File: config.mk
export PLATFORM = sky130hd
export DESIGN_NAME = adc_serial_control_port
export DESIGN_NICKNAME = d
export VERILOG_FILES = /design/src/adc_ctrl_pkg.sv /design/src/word_fifo.sv /design/src/adc_serial_control_port.sv
export SDC_FILE = /design/constraint.sdc
export NUM_CORES = 1
export LEC_CHECK = 0
export ABC_AREA = 1
export CAP_MARGIN = 0
export CORE_MARGIN = 8
export CORE_UTILIZATION = 40
export CTS_CLUSTER_DIAMETER = 40
export CTS_CLUSTER_SIZE = 30
export DETAILED_ROUTE_END_ITERATION = 16
export DONT_BUFFER_PORTS = 1
export PLACE_DENSITY = 0.59
export SLEW_MARGIN = 20
export SYNTH_ARGS = -nofsm -noshare
export SYNTH_HDL_FRONTEND = slang
export SYNTH_SLANG_ARGS = --single-unit
File: constraint.sdc
create_clock -name i_sys_clk -period 2.4 [get_ports i_sys_clk]
set_input_delay 0.36 -clock i_sys_clk [delete_from_list [all_inputs] [get_ports i_sys_clk]]
set_output_delay 0.36 -clock i_sys_clk [all_outputs]
set_load 0.005 [all_outputs]
File: src/adc_ctrl_pkg.sv
// shared constants for the converter control port and its output fifo
package adc_ctrl_pkg;
   localparam int WORD_BITS = 32;        // bits in one serial frame
   localparam int HALF_BITS = 16;        // address half and data half of a write
   localparam int DEC_RATIO_HI = 128;    // ratio when decimation_select is high
   localparam int DEC_RATIO_LO = 256;    // ratio when decimation_select is low
   localparam int DEC_CNT_BITS = 9;      // wide enough for the larger ratio
   localparam logic [1:0] MOD_DIV_NORMAL = 2'h1; // last divider count, master clock / 2
   localparam logic [1:0] MOD_DIV_LOW = 2'h3;    // last divider count, master clock / 4
   localparam int FIFO_DEPTH = 8;        // output words buffered
   localparam int SYNC_STAGES = 3;       // flip-flops on every pin input
   localparam int PIN_LAT = 4;           // cycles from pin to filtered level
   localparam int CONV_BITS = 24;        // converted sample width
   // pin index inside the synchroniser vector
   localparam int PIN_WFS = 0;
   localparam int PIN_WDI = 1;
   localparam int PIN_SYNC = 2;
   localparam int PIN_PD = 3;
   localparam int PIN_DEC = 4;
   localparam int PIN_CNT = 5;
   localparam logic [PIN_CNT-1:0] PIN_RST = 5'h00; // reset level of all pin stages
   // serializer and write receiver states
   typedef enum logic [0:0] {S_IDLE = 1'b0, S_SHIFT = 1'b1} shift_state_e;
endpackage

File: src/word_fifo.sv
// flip-flop fifo with valid/ready on both sides
module word_fifo #(
   parameter int WIDTH = 32,
   parameter int DEPTH = 8
) (
   input wire logic i_sys_clk,
   input wire logic i_rstn,
   input wire logic i_clear,
   input wire logic i_in_valid,
   output logic o_in_ready,
   input wire logic [WIDTH-1:0] i_in_data,
   output logic o_out_valid,
   input wire logic i_out_ready,
   output logic [WIDTH-1:0] o_out_data
);
   localparam int AW = $clog2(DEPTH);
   logic [WIDTH-1:0] mem_r [DEPTH];   // storage words
   logic [AW-1:0] wr_ptr_r, wr_ptr_nxt; // next slot to fill
   logic [AW-1:0] rd_ptr_r, rd_ptr_nxt; // oldest slot
   logic [AW:0] count_r, count_nxt;     // words held
   logic push, pop;

   // honest flags: full refuses, empty shows no data
   assign o_in_ready = (count_r != DEPTH[AW:0]);
   assign o_out_valid = (count_r != '0);
   assign o_out_data = mem_r[rd_ptr_r];
   assign push = i_in_valid && o_in_ready;
   assign pop = o_out_valid && i_out_ready;

   // pointer and count update, wrap at depth
   always_comb begin
      wr_ptr_nxt = wr_ptr_r;
      rd_ptr_nxt = rd_ptr_r;
      count_nxt = count_r;
      if (i_clear) begin
         wr_ptr_nxt = '0;
         rd_ptr_nxt = '0;
         count_nxt = '0;
      end else begin
         if (push) begin
            wr_ptr_nxt = (wr_ptr_r == AW'(DEPTH - 1)) ? '0 : wr_ptr_r + 1'b1;
         end
         if (pop) begin
            rd_ptr_nxt = (rd_ptr_r == AW'(DEPTH - 1)) ? '0 : rd_ptr_r + 1'b1;
         end
         count_nxt = count_r + (AW+1)'(push) - (AW+1)'(pop);
      end
   end

   // pointer registers
   always_ff @(posedge i_sys_clk or negedge i_rstn) begin
      if (!i_rstn) begin
         wr_ptr_r <= '0;
         rd_ptr_r <= '0;
         count_r <= '0;
      end else begin
         wr_ptr_r <= wr_ptr_nxt;
         rd_ptr_r <= rd_ptr_nxt;
         count_r <= count_nxt;
      end
   end

   // data storage, written only on an accepted push
   always_ff @(posedge i_sys_clk) begin
      if (push && !i_clear) begin
         mem_r[wr_ptr_r] <= i_in_data;
      end
   end
endmodule

File: src/adc_serial_control_port.sv
// control port of a sigma-delta converter: clocks, decimation, serial in/out
//
// Behaviour
// [RULE1] host gives msb at first falling edge
// [RULE2] each write is exactly thirty-two bits
// [RULE3] first half address, second half data
// [RULE4] frame sync sampled on each falling edge
// [RULE5] sync low: first bit on next fall
// [RULE6] sync pin falling edge resets the filter
// [RULE7] reset pin low holds everything in reset
// [RULE8] select high gives decimation of 128
// [RULE9] select low gives decimation of 256
// [RULE10] output word rate follows master clock
// [RULE11] serial clock equals modulator clock rate
// [RULE12] output frame sync low for 32 periods
// [RULE13] output bits launched on serial clock rise
// [RULE14] modulator clock is master over two/four
// [RULE15] host sends remaining bits msb first
module adc_serial_control_port (
   input wire logic i_sys_clk,                    // master clock
   input wire logic i_rstn,                       // asynchronous reset
   input wire logic i_low_power,                  // low power mode, same clock domain
   input wire logic [adc_ctrl_pkg::CONV_BITS-1:0] i_conv_data, // filter result
   input wire logic i_write_frame_sync,           // pin, active low frame start
   input wire logic i_serial_write_input,         // pin, write data
   input wire logic i_filter_sync,                // pin, falling edge aligns filter
   input wire logic i_reset_powerdown_n,          // pin, low powers down
   input wire logic i_decimation_select,          // pin, high 128, low 256
   output logic o_serial_clock_out,               // serial clock
   output logic o_output_frame_sync_n,            // output frame, active low
   output logic o_serial_read_output,             // output data
   output logic [adc_ctrl_pkg::HALF_BITS-1:0] o_write_addr, // device and register address
   output logic [adc_ctrl_pkg::HALF_BITS-1:0] o_write_data, // value written
   output logic o_write_valid,                    // one-cycle pulse per write
   output logic o_filter_reset,                   // one-cycle filter reset pulse
   output logic o_powered_down                    // power-down state
);
   import adc_ctrl_pkg::*;

   logic [PIN_CNT-1:0] s1_r, s2_r, s3_r;   // pin synchroniser stages
   logic [PIN_CNT-1:0] filt_r, filt_nxt;   // agreed pin levels
   logic pd;                               // power-down active
   logic [1:0] div_r, div_nxt;             // modulator clock divider
   logic [1:0] div_last, div_half;         // divider wrap and half point
   logic sck_r, sck_nxt;                   // serial clock level
   logic rise_ev, fall_ev;                 // serial clock edges at this edge
   logic [PIN_LAT-1:0] fall_dly_r, fall_dly_nxt; // falls aligned to pin latency
   logic sync_prev_r, sync_fall;           // filter sync edge detect
   logic [DEC_CNT_BITS-1:0] dec_cnt_r, dec_cnt_nxt; // modulator samples counted
   logic [DEC_CNT_BITS-1:0] dec_last;      // last count of a conversion
   logic conv_pend_r, conv_pend_nxt;       // word waiting for the fifo
   logic [WORD_BITS-1:0] conv_word_r, conv_word_nxt;
   logic fifo_in_ready, fifo_out_valid, fifo_pop;
   logic [WORD_BITS-1:0] fifo_out_data;
   shift_state_e ser_state_r, ser_state_nxt;
   logic [WORD_BITS-1:0] out_sh_r, out_sh_nxt;     // output shifter
   logic [4:0] out_cnt_r, out_cnt_nxt;             // output bits sent
   logic ofs_n_r, ofs_n_nxt, rdo_r, rdo_nxt; // output frame and read bit
   shift_state_e wr_state_r, wr_state_nxt;
   logic [WORD_BITS-1:0] in_sh_r, in_sh_nxt;       // input shifter
   logic [4:0] in_cnt_r, in_cnt_nxt;               // input bits taken
   logic [WORD_BITS-1:0] wr_word_r, wr_word_nxt;
   logic wr_valid_r, wr_valid_nxt, frst_r, frst_nxt;

   // pin synchroniser: three stages, level moves once stages two and three agree
   always_ff @(posedge i_sys_clk or negedge i_rstn) begin
      if (!i_rstn) begin
         s1_r <= PIN_RST;
         s2_r <= PIN_RST;
         s3_r <= PIN_RST;
         filt_r <= PIN_RST;
      end else begin
         s1_r <= {i_decimation_select, i_reset_powerdown_n, i_filter_sync,
                  i_serial_write_input, i_write_frame_sync};
         s2_r <= s1_r;
         s3_r <= s2_r;
         filt_r <= filt_nxt;
      end
   end

   // agreement filter on the last two stages
   always_comb begin
      filt_nxt = (s2_r & ~(s2_r ^ s3_r)) | (filt_r & (s2_r ^ s3_r));
   end

   assign pd = !filt_r[PIN_PD];  // [RULE7]
   assign div_last = i_low_power ? MOD_DIV_LOW : MOD_DIV_NORMAL;  // [RULE14]
   // widened first: in two bits 3 + 1 wraps to zero and the clock would stick low
   assign div_half = 2'((3'(div_last) + 3'h1) >> 1);
   assign rise_ev = !pd && (div_r >= div_last);
   assign fall_ev = !pd && (div_r == div_half - 2'h1);
   assign sync_fall = sync_prev_r && !filt_r[PIN_SYNC];
   assign dec_last = filt_r[PIN_DEC] ? DEC_CNT_BITS'(DEC_RATIO_HI - 1)  // [RULE8]
                                     : DEC_CNT_BITS'(DEC_RATIO_LO - 1); // [RULE9]
   assign fifo_pop = rise_ev && (ser_state_r == S_IDLE);

   // modulator clock divider and serial clock, one serial period per modulator period
   always_comb begin
      div_nxt = rise_ev ? 2'h0 : div_r + 2'h1;           // [RULE14]
      if (pd) begin
         div_nxt = 2'h0;
      end
      sck_nxt = !pd && (div_nxt < div_half);              // [RULE11]
      fall_dly_nxt = {fall_dly_r[PIN_LAT-2:0], fall_ev};  // [RULE4]
      if (pd) begin
         fall_dly_nxt = '0;
      end
   end

   always_ff @(posedge i_sys_clk or negedge i_rstn) begin
      if (!i_rstn) begin
         div_r <= 2'h0;
         sck_r <= 1'b0;
         fall_dly_r <= '0;
         sync_prev_r <= 1'b0;
      end else begin
         div_r <= div_nxt;
         sck_r <= sck_nxt;
         fall_dly_r <= fall_dly_nxt;
         sync_prev_r <= filt_r[PIN_SYNC];
      end
   end

   // decimation: one output word per ratio of modulator samples
   always_comb begin
      dec_cnt_nxt = dec_cnt_r;
      conv_pend_nxt = conv_pend_r && !fifo_in_ready;
      conv_word_nxt = conv_word_r;
      frst_nxt = 1'b0;
      if (pd) begin
         dec_cnt_nxt = '0;                                // [RULE7]
         conv_pend_nxt = 1'b0;
      end else if (sync_fall) begin
         dec_cnt_nxt = '0;                                // [RULE6]
         conv_pend_nxt = 1'b0;
         frst_nxt = 1'b1;
      end else if (rise_ev) begin
         if (dec_cnt_r >= dec_last) begin                 // [RULE10]
            dec_cnt_nxt = '0;
            conv_pend_nxt = 1'b1;
            conv_word_nxt = {i_conv_data, filt_r[PIN_DEC], i_low_power, 6'h00};
         end else begin
            dec_cnt_nxt = dec_cnt_r + 1'b1;
         end
      end
   end

   always_ff @(posedge i_sys_clk or negedge i_rstn) begin
      if (!i_rstn) begin
         dec_cnt_r <= '0;
         conv_pend_r <= 1'b0;
         conv_word_r <= '0;
         frst_r <= 1'b0;
      end else begin
         dec_cnt_r <= dec_cnt_nxt;
         conv_pend_r <= conv_pend_nxt;
         conv_word_r <= conv_word_nxt;
         frst_r <= frst_nxt;
      end
   end

   // output words wait here until the serializer is free
   word_fifo #(.WIDTH(WORD_BITS), .DEPTH(FIFO_DEPTH)) u_out_fifo (
      .i_sys_clk(i_sys_clk),
      .i_rstn(i_rstn),
      .i_clear(pd || sync_fall),
      .i_in_valid(conv_pend_r),
      .o_in_ready(fifo_in_ready),
      .i_in_data(conv_word_r),
      .o_out_valid(fifo_out_valid),
      .i_out_ready(fifo_pop),
      .o_out_data(fifo_out_data)
   );

   // serializer: launch on serial clock rise, frame low for 32 periods
   always_comb begin
      ser_state_nxt = ser_state_r;
      out_sh_nxt = out_sh_r;
      out_cnt_nxt = out_cnt_r;
      ofs_n_nxt = ofs_n_r;
      rdo_nxt = rdo_r;
      if (pd) begin
         ser_state_nxt = S_IDLE;
         ofs_n_nxt = 1'b1;
         rdo_nxt = 1'b0;
         out_cnt_nxt = '0;
      end else if (rise_ev) begin
         unique case (ser_state_r)
            S_IDLE: begin
               if (fifo_out_valid) begin
                  ser_state_nxt = S_SHIFT;
                  out_sh_nxt = {fifo_out_data[WORD_BITS-2:0], 1'b0};
                  rdo_nxt = fifo_out_data[WORD_BITS-1];   // [RULE13]
                  ofs_n_nxt = 1'b0;
                  out_cnt_nxt = '0;
               end
            end
            S_SHIFT: begin
               if (out_cnt_r == 5'(WORD_BITS - 1)) begin
                  ser_state_nxt = S_IDLE;                 // [RULE12]
                  ofs_n_nxt = 1'b1;
                  rdo_nxt = 1'b0;
               end else begin
                  rdo_nxt = out_sh_r[WORD_BITS-1];        // [RULE13]
                  out_sh_nxt = {out_sh_r[WORD_BITS-2:0], 1'b0};
                  out_cnt_nxt = out_cnt_r + 5'h01;
               end
            end
         endcase
      end
   end

   always_ff @(posedge i_sys_clk or negedge i_rstn) begin
      if (!i_rstn) begin
         ser_state_r <= S_IDLE;
         out_sh_r <= '0;
         out_cnt_r <= '0;
         ofs_n_r <= 1'b1;
         rdo_r <= 1'b0;
      end else begin
         ser_state_r <= ser_state_nxt;
         out_sh_r <= out_sh_nxt;
         out_cnt_r <= out_cnt_nxt;
         ofs_n_r <= ofs_n_nxt;
         rdo_r <= rdo_nxt;
      end
   end

   // write receiver, acting on falls delayed by the pin latency
   always_comb begin
      wr_state_nxt = wr_state_r;
      in_sh_nxt = in_sh_r;
      in_cnt_nxt = in_cnt_r;
      wr_word_nxt = wr_word_r;
      wr_valid_nxt = 1'b0;
      if (pd) begin
         wr_state_nxt = S_IDLE;
         in_cnt_nxt = '0;
      end else if (fall_dly_r[PIN_LAT-1]) begin
         unique case (wr_state_r)
            S_IDLE: begin
               if (!filt_r[PIN_WFS]) begin                // [RULE4]
                  wr_state_nxt = S_SHIFT;                 // [RULE5]
                  in_cnt_nxt = '0;
               end
            end
            S_SHIFT: begin
               in_sh_nxt = {in_sh_r[WORD_BITS-2:0], filt_r[PIN_WDI]}; // [RULE1] [RULE15]
               in_cnt_nxt = in_cnt_r + 5'h01;
               if (in_cnt_r == 5'(WORD_BITS - 1)) begin   // [RULE2]
                  wr_state_nxt = S_IDLE;
                  wr_word_nxt = in_sh_nxt;                // [RULE3]
                  wr_valid_nxt = 1'b1;
               end
            end
         endcase
      end
   end

   always_ff @(posedge i_sys_clk or negedge i_rstn) begin
      if (!i_rstn) begin
         wr_state_r <= S_IDLE;
         in_sh_r <= '0;
         in_cnt_r <= '0;
         wr_word_r <= '0;
         wr_valid_r <= 1'b0;
      end else begin
         wr_state_r <= wr_state_nxt;
         in_sh_r <= in_sh_nxt;
         in_cnt_r <= in_cnt_nxt;
         wr_word_r <= wr_word_nxt;
         wr_valid_r <= wr_valid_nxt;
      end
   end

   assign o_serial_clock_out = sck_r;
   assign o_output_frame_sync_n = ofs_n_r;
   assign o_serial_read_output = rdo_r;
   assign o_write_addr = wr_word_r[WORD_BITS-1:HALF_BITS];
   assign o_write_data = wr_word_r[HALF_BITS-1:0];
   assign o_write_valid = wr_valid_r;
   assign o_filter_reset = frst_r;
   assign o_powered_down = pd;

   // checks
   property p_ofs_end;
      @(posedge i_sys_clk) disable iff (!i_rstn)
      $rose(o_output_frame_sync_n) && !$past(pd) |-> $past(out_cnt_r) == 5'h1f;
   endproperty
   a_ofs_end: assert property (p_ofs_end) else $error("frame ended early"); // RULE12

   // normal mode must hold over the whole period: a switch inside it stretches the period
   property p_sck_rate;
      @(posedge i_sys_clk) disable iff (!i_rstn || pd)
      ($rose(sck_r) && !i_low_power) ##1 !i_low_power ##1 !i_low_power |-> $rose(sck_r);
   endproperty
   a_sck_rate: assert property (p_sck_rate) else $error("serial clock rate wrong"); // RULE11

   property p_rdo_launch;
      @(posedge i_sys_clk) disable iff (!i_rstn)
      $changed(o_serial_read_output) && !pd |-> $rose(o_serial_clock_out);
   endproperty
   a_rdo_launch: assert property (p_rdo_launch) else $error("data off rising edge"); // RULE13

   property p_frame_start;
      @(posedge i_sys_clk) disable iff (!i_rstn)
      fall_dly_r[PIN_LAT-1] && !pd && wr_state_r == S_IDLE && !filt_r[PIN_WFS]
      |=> wr_state_r == S_SHIFT && in_cnt_r == 5'h00;
   endproperty
   a_frame_start: assert property (p_frame_start) else $error("frame sync missed"); // RULE5

   property p_write_len;
      @(posedge i_sys_clk) disable iff (!i_rstn)
      o_write_valid |-> $past(in_cnt_r) == 5'h1f && $past(wr_state_r) == S_SHIFT;
   endproperty
   a_write_len: assert property (p_write_len) else $error("write not 32 bits"); // RULE2

   property p_write_split;
      @(posedge i_sys_clk) disable iff (!i_rstn)
      o_write_valid |-> {o_write_addr, o_write_data} ==
         {$past(in_sh_r[WORD_BITS-2:0]), $past(filt_r[PIN_WDI])};
   endproperty
   a_write_split: assert property (p_write_split) else $error("write word split wrong"); // RULE3

   property p_sync_reset;
      @(posedge i_sys_clk) disable iff (!i_rstn)
      sync_fall && !pd |=> dec_cnt_r == '0 && o_filter_reset;
   endproperty
   a_sync_reset: assert property (p_sync_reset) else $error("filter not reset"); // RULE6

   property p_powerdown;
      @(posedge i_sys_clk) disable iff (!i_rstn)
      pd |=> ser_state_r == S_IDLE && wr_state_r == S_IDLE && o_output_frame_sync_n
             && !o_serial_clock_out;
   endproperty
   a_powerdown: assert property (p_powerdown) else $error("logic not held in reset"); // RULE7
endmodule

==> results of run 1 <==
power groups by stage:
stage	logic, mW	registers [mW]	clock network (mW)
2_1_floorplan	0.253	7.18	0
3_3_place_gp	0.356	7.20	0
3_5_place_dp	0.361	7.20	0
4_1_cts	0.404	7.07	7.68
5_1_grt	0.439	7.08	7.98
6_report	0.396	7.07	7.51
cell type report:
| cell class | instances | area, um2 |
|---|---|---|
| Fill cell | 3561 | 20800 |
| Sequential cell | 386 | 10700 |
| Timing Repair Buffer | 72 | 693 |
| Inverter | 142 | 537 |
| Clock inverter | 32 | 303 |
| Tap cell | 525 | 657 |
| Multi-Input combinational cell | 869 | 4250 |
| Clock buffer | 64 | 1440 |
per-layer routing:
layer / wire length (um) / GRT usage [%]
met1: 16000 / 20.0
met2: 16700 / 25.2
met4: 903 / 5.07
met3: 1510 / 2.74
met5: 0 / 0
kinds of logic (layout without fill, tap and decap cells):
logic type,after synthesis,count (layout),synth area share (%)
muxes,12,12,0.847
xor gates and xnor gates,7,7,0.388
and+or+nand+nor,642,642,17.0
adders and majority gates,24,24,1.87
AOI/OAI and AO/OA,184,184,6.53
buffers and inverters,211,310,5.72
DFF,386,386,67.7
flip-flops by register name, indices dropped and copies added (netlist names), 9 cells and up, named ones only:
| signal | cells |
|---|---|
| out_sh_r | 25 |
| conv_word_r | 26 |
| dec_cnt_r | 9 |
| wr_word_r | 32 |
| u_out_fifo.mem_r | 208 |
| in_sh_r | 31 |
cell usage after synthesis, types with 3 or more instances:
library cell	count
o211ai_1	34
nor2_1	181
dfrtp_1	177
inv_2	4
nand2_1	311
edfxtp_1	208
buf_2	27
xor2_1	5
buf_4	15
nand3_1	117
inv_1	130
nand4_1	20
mux2_2	10
clkbuf_1	22
ha_1	18
a21oi_1	36
o21ai_0	107
clkinv_1	8
buf_6	3
maj3_1	5
path summary, 6_finish.rpt:
kind,endpoint,slack [ns],depth (start not counted)
setup / recovery,u_out_fifo.count_r[1],0.22,11
hold / removal,conv_word_r[13],-0.48,0
setup reg to reg,u_out_fifo.count_r[1],0.22,11
hold reg to reg,s2_r[3],0.34,0
max in group asynchronous,u_out_fifo.rd_ptr_r[0],2.37,0
min in group i_sys_clk,conv_word_r[6],0.33,3
through the flow:
| step | total power, mW | setup slack (ns) | TNS (ns) | cell area, um2 |
|---|---|---|---|---|
| after floorplan | 7.43 | -0.150 | -27.11 | 15800 |
| after global placement | 7.55 | 0.225 | 0 | 16500 |
| after detailed placement | 7.56 | 0.195 | 0 | 16500 |
| after CTS | 15.2 | 0.0766 | 0 | 18600 |
| after global routing | 15.5 | 0.102 | 0 | 18600 |
| final | 15.0 | 0.221 | 0 | 18600 |
repair_timing:
item                                    CTS  global route
resized for setup                         0             1
hold endpoints to repair                209           178
buffers inserted                          0             0
endpoints found under the setup margin    0             3
==> metrics.md, run 1 <==
| Metric | Value |
|---|---|
| YS warnings | `0` |
| Global-route wire length before repair | `about 57 mm` |
| Final wirelength | `around 35 mm` |
| Combinational Power Share | `under 10%` |
| Post-synth EDFFs | `208` |
| Setup violators final | `0` |
| Synthesized Nets | `about 1500` |
| Required @ worst endpoint | `a little under 3 ns` |
| Commonest non-fill, non-tap cells in the layout | `311 x nand2_1, 208 x edfxtp_1, 175 x dfrtp_1, 173 x nor2_1, 128 x inv_1` |
| Buffer and inverter count on the worst path | `4` |
| Final Hold Viols | `between 150 and 200` |
| Row count | `between 70 and 80` |
| Post-Synthesis Cells | `~1500` |
| Finished Layout Cells | `around 2100` |
| Clk buf depth | `3` |
| Arr. time, crit path | `around 2.7 ns` |
| Max-cap violations | `0` |
| Drt drc | `0` |
| Area leader, netlist | `edfxtp_1` |
| Internal power | `11.7 mW` |
| Worst ir drop on vdd | `583 uV` |
| Post-CTS Hold Buffers | `30` |
| Final nets | `1574` |
| Via count | `roughly 10000` |
| Worst-margin pin slew | `around 0.57 ns` |
| Clk_lat worst skew | `about 0.56 ns` |
| Yosys reg bits | `between 300 and 400` |
| Detail Placement HPWL | `approximately 20 mm` |
| Post-synthesis async set-or-reset flop share | `a little under half` |
| Max incr delay on CP | `0.48 ns` |
| Die W | `215 um` |
| RSZ-0062 raised after global routing | `false` |
| Crit path launch type | `flop` |
| Most common library cell in the layout ignoring fill and taps | `nand2_1` |
| Sw Pwr | `around 3.3 mW` |
| Syn_area_per_cell | `~11 um2` |
| Count of final max-slew check failures | `0` |
| Reg clk slew, reported paths | `around 0.060 ns` |
| Setup crit end kind | `flop` |
| Vias per cell | `4.93` |
| Number of global-route vias before repair | `10200` |
| Top Family by Delay on Critical Path | `adder cells` |
| Final ANT Viol Nets | `0` |
| Sw frac | `roughly 22%` |
| Leak | `about 7.7 nW` |
| Largest net degree at the start of global routing | `around 180` |
| Die height | `between 200 and 250 um` |
| Area grow syn2layout | `17.5%` |
| CP cell instances | `ha_4 -> a21oi_4 -> inv_2 -> nand3_2 -> inv_2 -> ha_1 -> inv_1 -> ha_2 -> fa_1 -> inv_1 -> nor2_1` |
| Relative slew slack | `just over 60%` |
| Violated checks | `hold timing` |
| Drt wl/cell | `16.8 um` |
| Clock Sinks | `approximately 390` |
| Crit Path Max Fanout | `3` |
| GRT Total Usage | `between 10% and 20%` |
| Number of buffers created by CTS | `52` |
| Primary FF master, synth | `edfxtp_1` |
| Hold slack | `-0.485 ns` |
| TritonCTS clock tree | `done` |
| Power per cell area | `about 800 nW/um2` |
| Unique masters post-synth | `41` |
| Critical path type | `flop to flop` |
| CP max-delay cell | `fa_1` |
| Clock power share | `50.1%` |
| Worst Setup SP | `div_r[1]` |
| Port Buffers | `0` |
| Fin crit share | `about nine tenths` |
| Max Clk Rate | `about 0.46 GHz` |
| Share of layout cells above drive strength 1 | `about 11%` |
| Top Ports | `70` |
| Fin crit period | `~2.2 ns` |
| Core Footprint | `39400 um2` |
| Reg-to-Reg Start | `div_r[1]` |
| Status | `finished, violations left` |
| Seq pwr share | `47.2%` |
| Synth area leaders | `edfxtp_1 40%, dfrtp_1 28%, nand2_1 7.4%` |
| Class of the tightest hold or removal check | `primary input to asynchronous set/reset pin` |
| Drt pass-1 iters | `5` |
| Dpl cells | `~2000` |
| Yosys top cell area share | `~40%` |
| Htree depth | `2` |
| Clock Skew | `around 0.02 ns` |
| Cell Area, Synth | `15800 um2` |
| Final Util | `between 40% and 50%` |
| Clock root buffer | `clkbuf_16` |
| Starting Density | `between 40% and 50%` |
| Sequential area share after synthesis | `67.7%` |
| DIE AREA | `46100 um2` |
| Initial DRC count | `622` |
| Final GP Congestion | `0.767` |
| Antenna violations before repair | `0` |
| Grt ovf | `0` |
| Number of diodes | `0` |
Note: power is estimated with default switching activity, not from simulation.
==> inputs of run 2 (changes only) <==
- ABC_CLOCK_PERIOD_IN_PS: not set -> 1990
- CORE_UTILIZATION: 40 -> 25
- PLACE_DENSITY: 0.59 -> 0.43
- clock period: 2.4 -> 1.99 ns (I/O delays scaled with it)
==> run 2 against run 1 <==
  * The flow finishes with violations (hold timing, setup timing)
  * Non-clock buffer count rose by 26
  * Combinational power increased by 45%
  * Die area rose by 55%
  * Hold slack got worse by 0.090 ns
  * Worst setup slack worse by 0.29 ns
  * Critical endpoint unchanged
  * Largest cell class unchanged
  * Highest routed layer unchanged
==> metrics.md, run 2 (same netlist as run 1, synthesis figures left out) <==
| Metric | Value |
|---|---|
| Status | `finished, violations left` |
| Violated checks | `hold timing, setup timing` |
| Crit path launch type | `flop` |
| Reg area | `10700 um2` |
| Final wirelength | `between 30 and 40 mm` |
| Via count | `between 10000 and 15000` |
| DIE AREA | `roughly 70000 um2` |
| TritonCTS clock tree | `done` |
| Setup crit end kind | `flop` |
| Htree depth | `3` |
| Port Buffers | `0` |
| Initial DRC count | `approximately 750` |
| Core Footprint | `between 60000 and 70000 um2` |
| Clk buf depth | `3` |
| Number of global-route vias before repair | `10700` |
| Grt ovf | `0` |
| Fin crit share | `104%` |
| Layout fillers | `~6400` |
| Die W | `~270 um` |
| Share of layout cells above drive strength 1 | `between 10% and 20%` |
| Starting Density | `25.2%` |
| Final Hold Viols | `between 150 and 200` |
| Max-cap violations | `0` |
| Die height | `approximately 270 um` |
| Most common library cell in the layout ignoring fill and taps | `nand2_1` |
| Fin crit period | `2.06 ns` |
| Area grow syn2layout | `28.5%` |
| Relative slew slack | `a little over two thirds` |
| Power per cell area | `roughly 1100 nW/um2` |
| Final nets | `1618` |
| Arr. time, crit path | `2.57 ns` |
| Clock Sinks | `slightly below 400` |
| Final Util | `between 30% and 40%` |
| Biggest register | `u_out_fifo.mem_r` |
| Hold slack | `-0.575 ns` |
| Commonest non-fill, non-tap cells in the layout | `307 x nand2_1, 208 x edfxtp_1, 175 x dfrtp_1, 171 x nor2_1, 125 x inv_1` |
| Number of buffers created by CTS | `70` |
| Largest register FFs | `around 210` |
| Largest net degree at the start of global routing | `approximately 180` |
| Top Ports | `70` |
| Worst-margin pin slew | `between 0.4 and 0.5 ns` |
| Drt pass-1 iters | `4` |
| Reg clk slew, reported paths | `0.05 ns` |
| Class of the tightest hold or removal check | `primary input to asynchronous set/reset pin` |
| Sw frac | `21.5%` |
| Setup ws final | `-0.0732 ns` |
| GRT Total Usage | `between 10% and 20%` |
| Top Registers | `u_out_fifo.mem_r (208), wr_word_r (32), in_sh_r (31)` |
| Clock root buffer | `clkbuf_16` |
| Drt wl/cell | `16.2 um` |
| Max Clk Rate | `between 0.4 and 0.5 GHz` |
| RSZ-0062 raised after global routing | `true` |
| Sw Pwr | `about 4.6 mW` |
| Crit Path Max Fanout | `2` |
| Detail Placement HPWL | `between 20 and 25 mm` |
| Post-CTS Hold Buffers | `31` |
| Final ANT Viol Nets | `0` |
| Number of diodes | `0` |
| Worst ir drop on vdd | `between 500 and 600 uV` |
| Internal power | `approximately 17 mW` |
| Required @ worst endpoint | `2.50 ns` |
| Vias per cell | `between 4 and 5` |
| Tot Pwr | `21.4 mW` |
| Final GP Congestion | `about 0.75` |
| Row count | `92` |
| Seq pwr share | `39.9%` |
| Drt drc | `0` |
| Combinational Power Share | `2.7%` |
| Clock power share | `57.4%` |
| Clk_lat worst skew | `approximately 0.59 ns` |
| Count of final max-slew check failures | `0` |
| Area of the multi-input gates | `4360 um2` |
| Antenna violations before repair | `0` |
| Critical path type | `flop to flop` |
| Setup violators final | `2` |
| Clock Skew | `between 0.03 and 0.04 ns` |
| Leak | `8.26 nW` |
| Global-route wire length before repair | `62.9 mm` |
-- run 2: changes by cell type in the layout (fill, tap and decap cells not counted), sizes merged --
cell,before,now
buf,42,65
inv,142,140
clkinv,24,30
bufinv,2,8
clkinvlp,6,9
dlygate4sd3,29,31
clkbuf,64,86
dlymetal6s4s,1,0
-- run 2: worst max-delay path, cell delays in order (launching register included) --
cell and delay [ns]:
dfrtp_1 0.40, ha_4 0.23, a21oi_4 0.12, inv_2 0.05, nand3_2 0.07, inv_2 0.05, ha_4 0.25, inv_2 0.03
ha_4 0.15, fa_2 0.54, inv_2 0.04, nor2_2 0.06
-- run 2: final cells by class --
cell class | instances | area share, %
clock inverter | 45 | 2.55
tap | 846 | 5.21
inverter | 142 | 2.64
multi-input combinational | 869 | 21.5
timing repair buffer | 98 | 5.86
clock buffer | 84 | 9.59
sequential | 386 | 52.7
-- run 2: metrics by stage --
step / TNS [ns] / area (um2) / setup slack [ns] / std cells
3_5_place_dp: -8.62 / 17400 / -0.108 / 2302
2_1_floorplan: -0.900 / 15900 / -0.358 / 1466
3_3_place_gp: -5.00 / 17400 / -0.118 / 2302
4_1_cts: -0.144 / 20200 / -0.0897 / 2462
6_report: -0.141 / 20300 / -0.0732 / 2470
5_1_grt: -0.363 / 20300 / -0.176 / 2470
-- run 2: path summary, 6_finish.rpt --
check,startpoint,end,slack (ns),depth (start not counted)
min in group i_sys_clk,i_write_frame_sync,s1_r[0],0.28,1
worst max-delay path,div_r[1],u_out_fifo.count_r[1],-0.07,11
max in group asynchronous,i_rstn,u_out_fifo.rd_ptr_r[1],2.16,0
worst max register to register,div_r[1],u_out_fifo.count_r[1],-0.07,11
worst min-delay path,i_rstn,o_filter_reset,-0.57,0
worst min register to register,s1_r[2],s2_r[2],0.35,0
-- run 2: power by group through the flow --
stage	sequential (mW)	clock (mW)	combinational, mW
after CTS	8.53	12.6	0.588
final	8.53	12.3	0.576
after global routing	8.53	13.0	0.628
after global placement	8.67	0	0.528
after floorplan	8.65	0	0.306
after detailed placement	8.67	0	0.531
-- run 2: repair_timing --
| action | CTS | global route |
|---|---|---|
| gates cloned | 0 | 2 |
| pin swaps | 1 | 9 |
| endpoints found under the setup margin | 203 | 214 |
| endpoints found under the hold margin | 209 | 178 |
| gates resized for setup | 1 | 13 |
| setup buffers | 0 | 6 |
-- run 2: per-layer routing --
metal	vias up	global-route usage, %	part of all wire, %
met5	-	0	0
met4	0	4.72	2.7
met3	62	2.48	4.2
met2	158	17.6	46
met1	5051	15.0	47
li1	5137	-	-
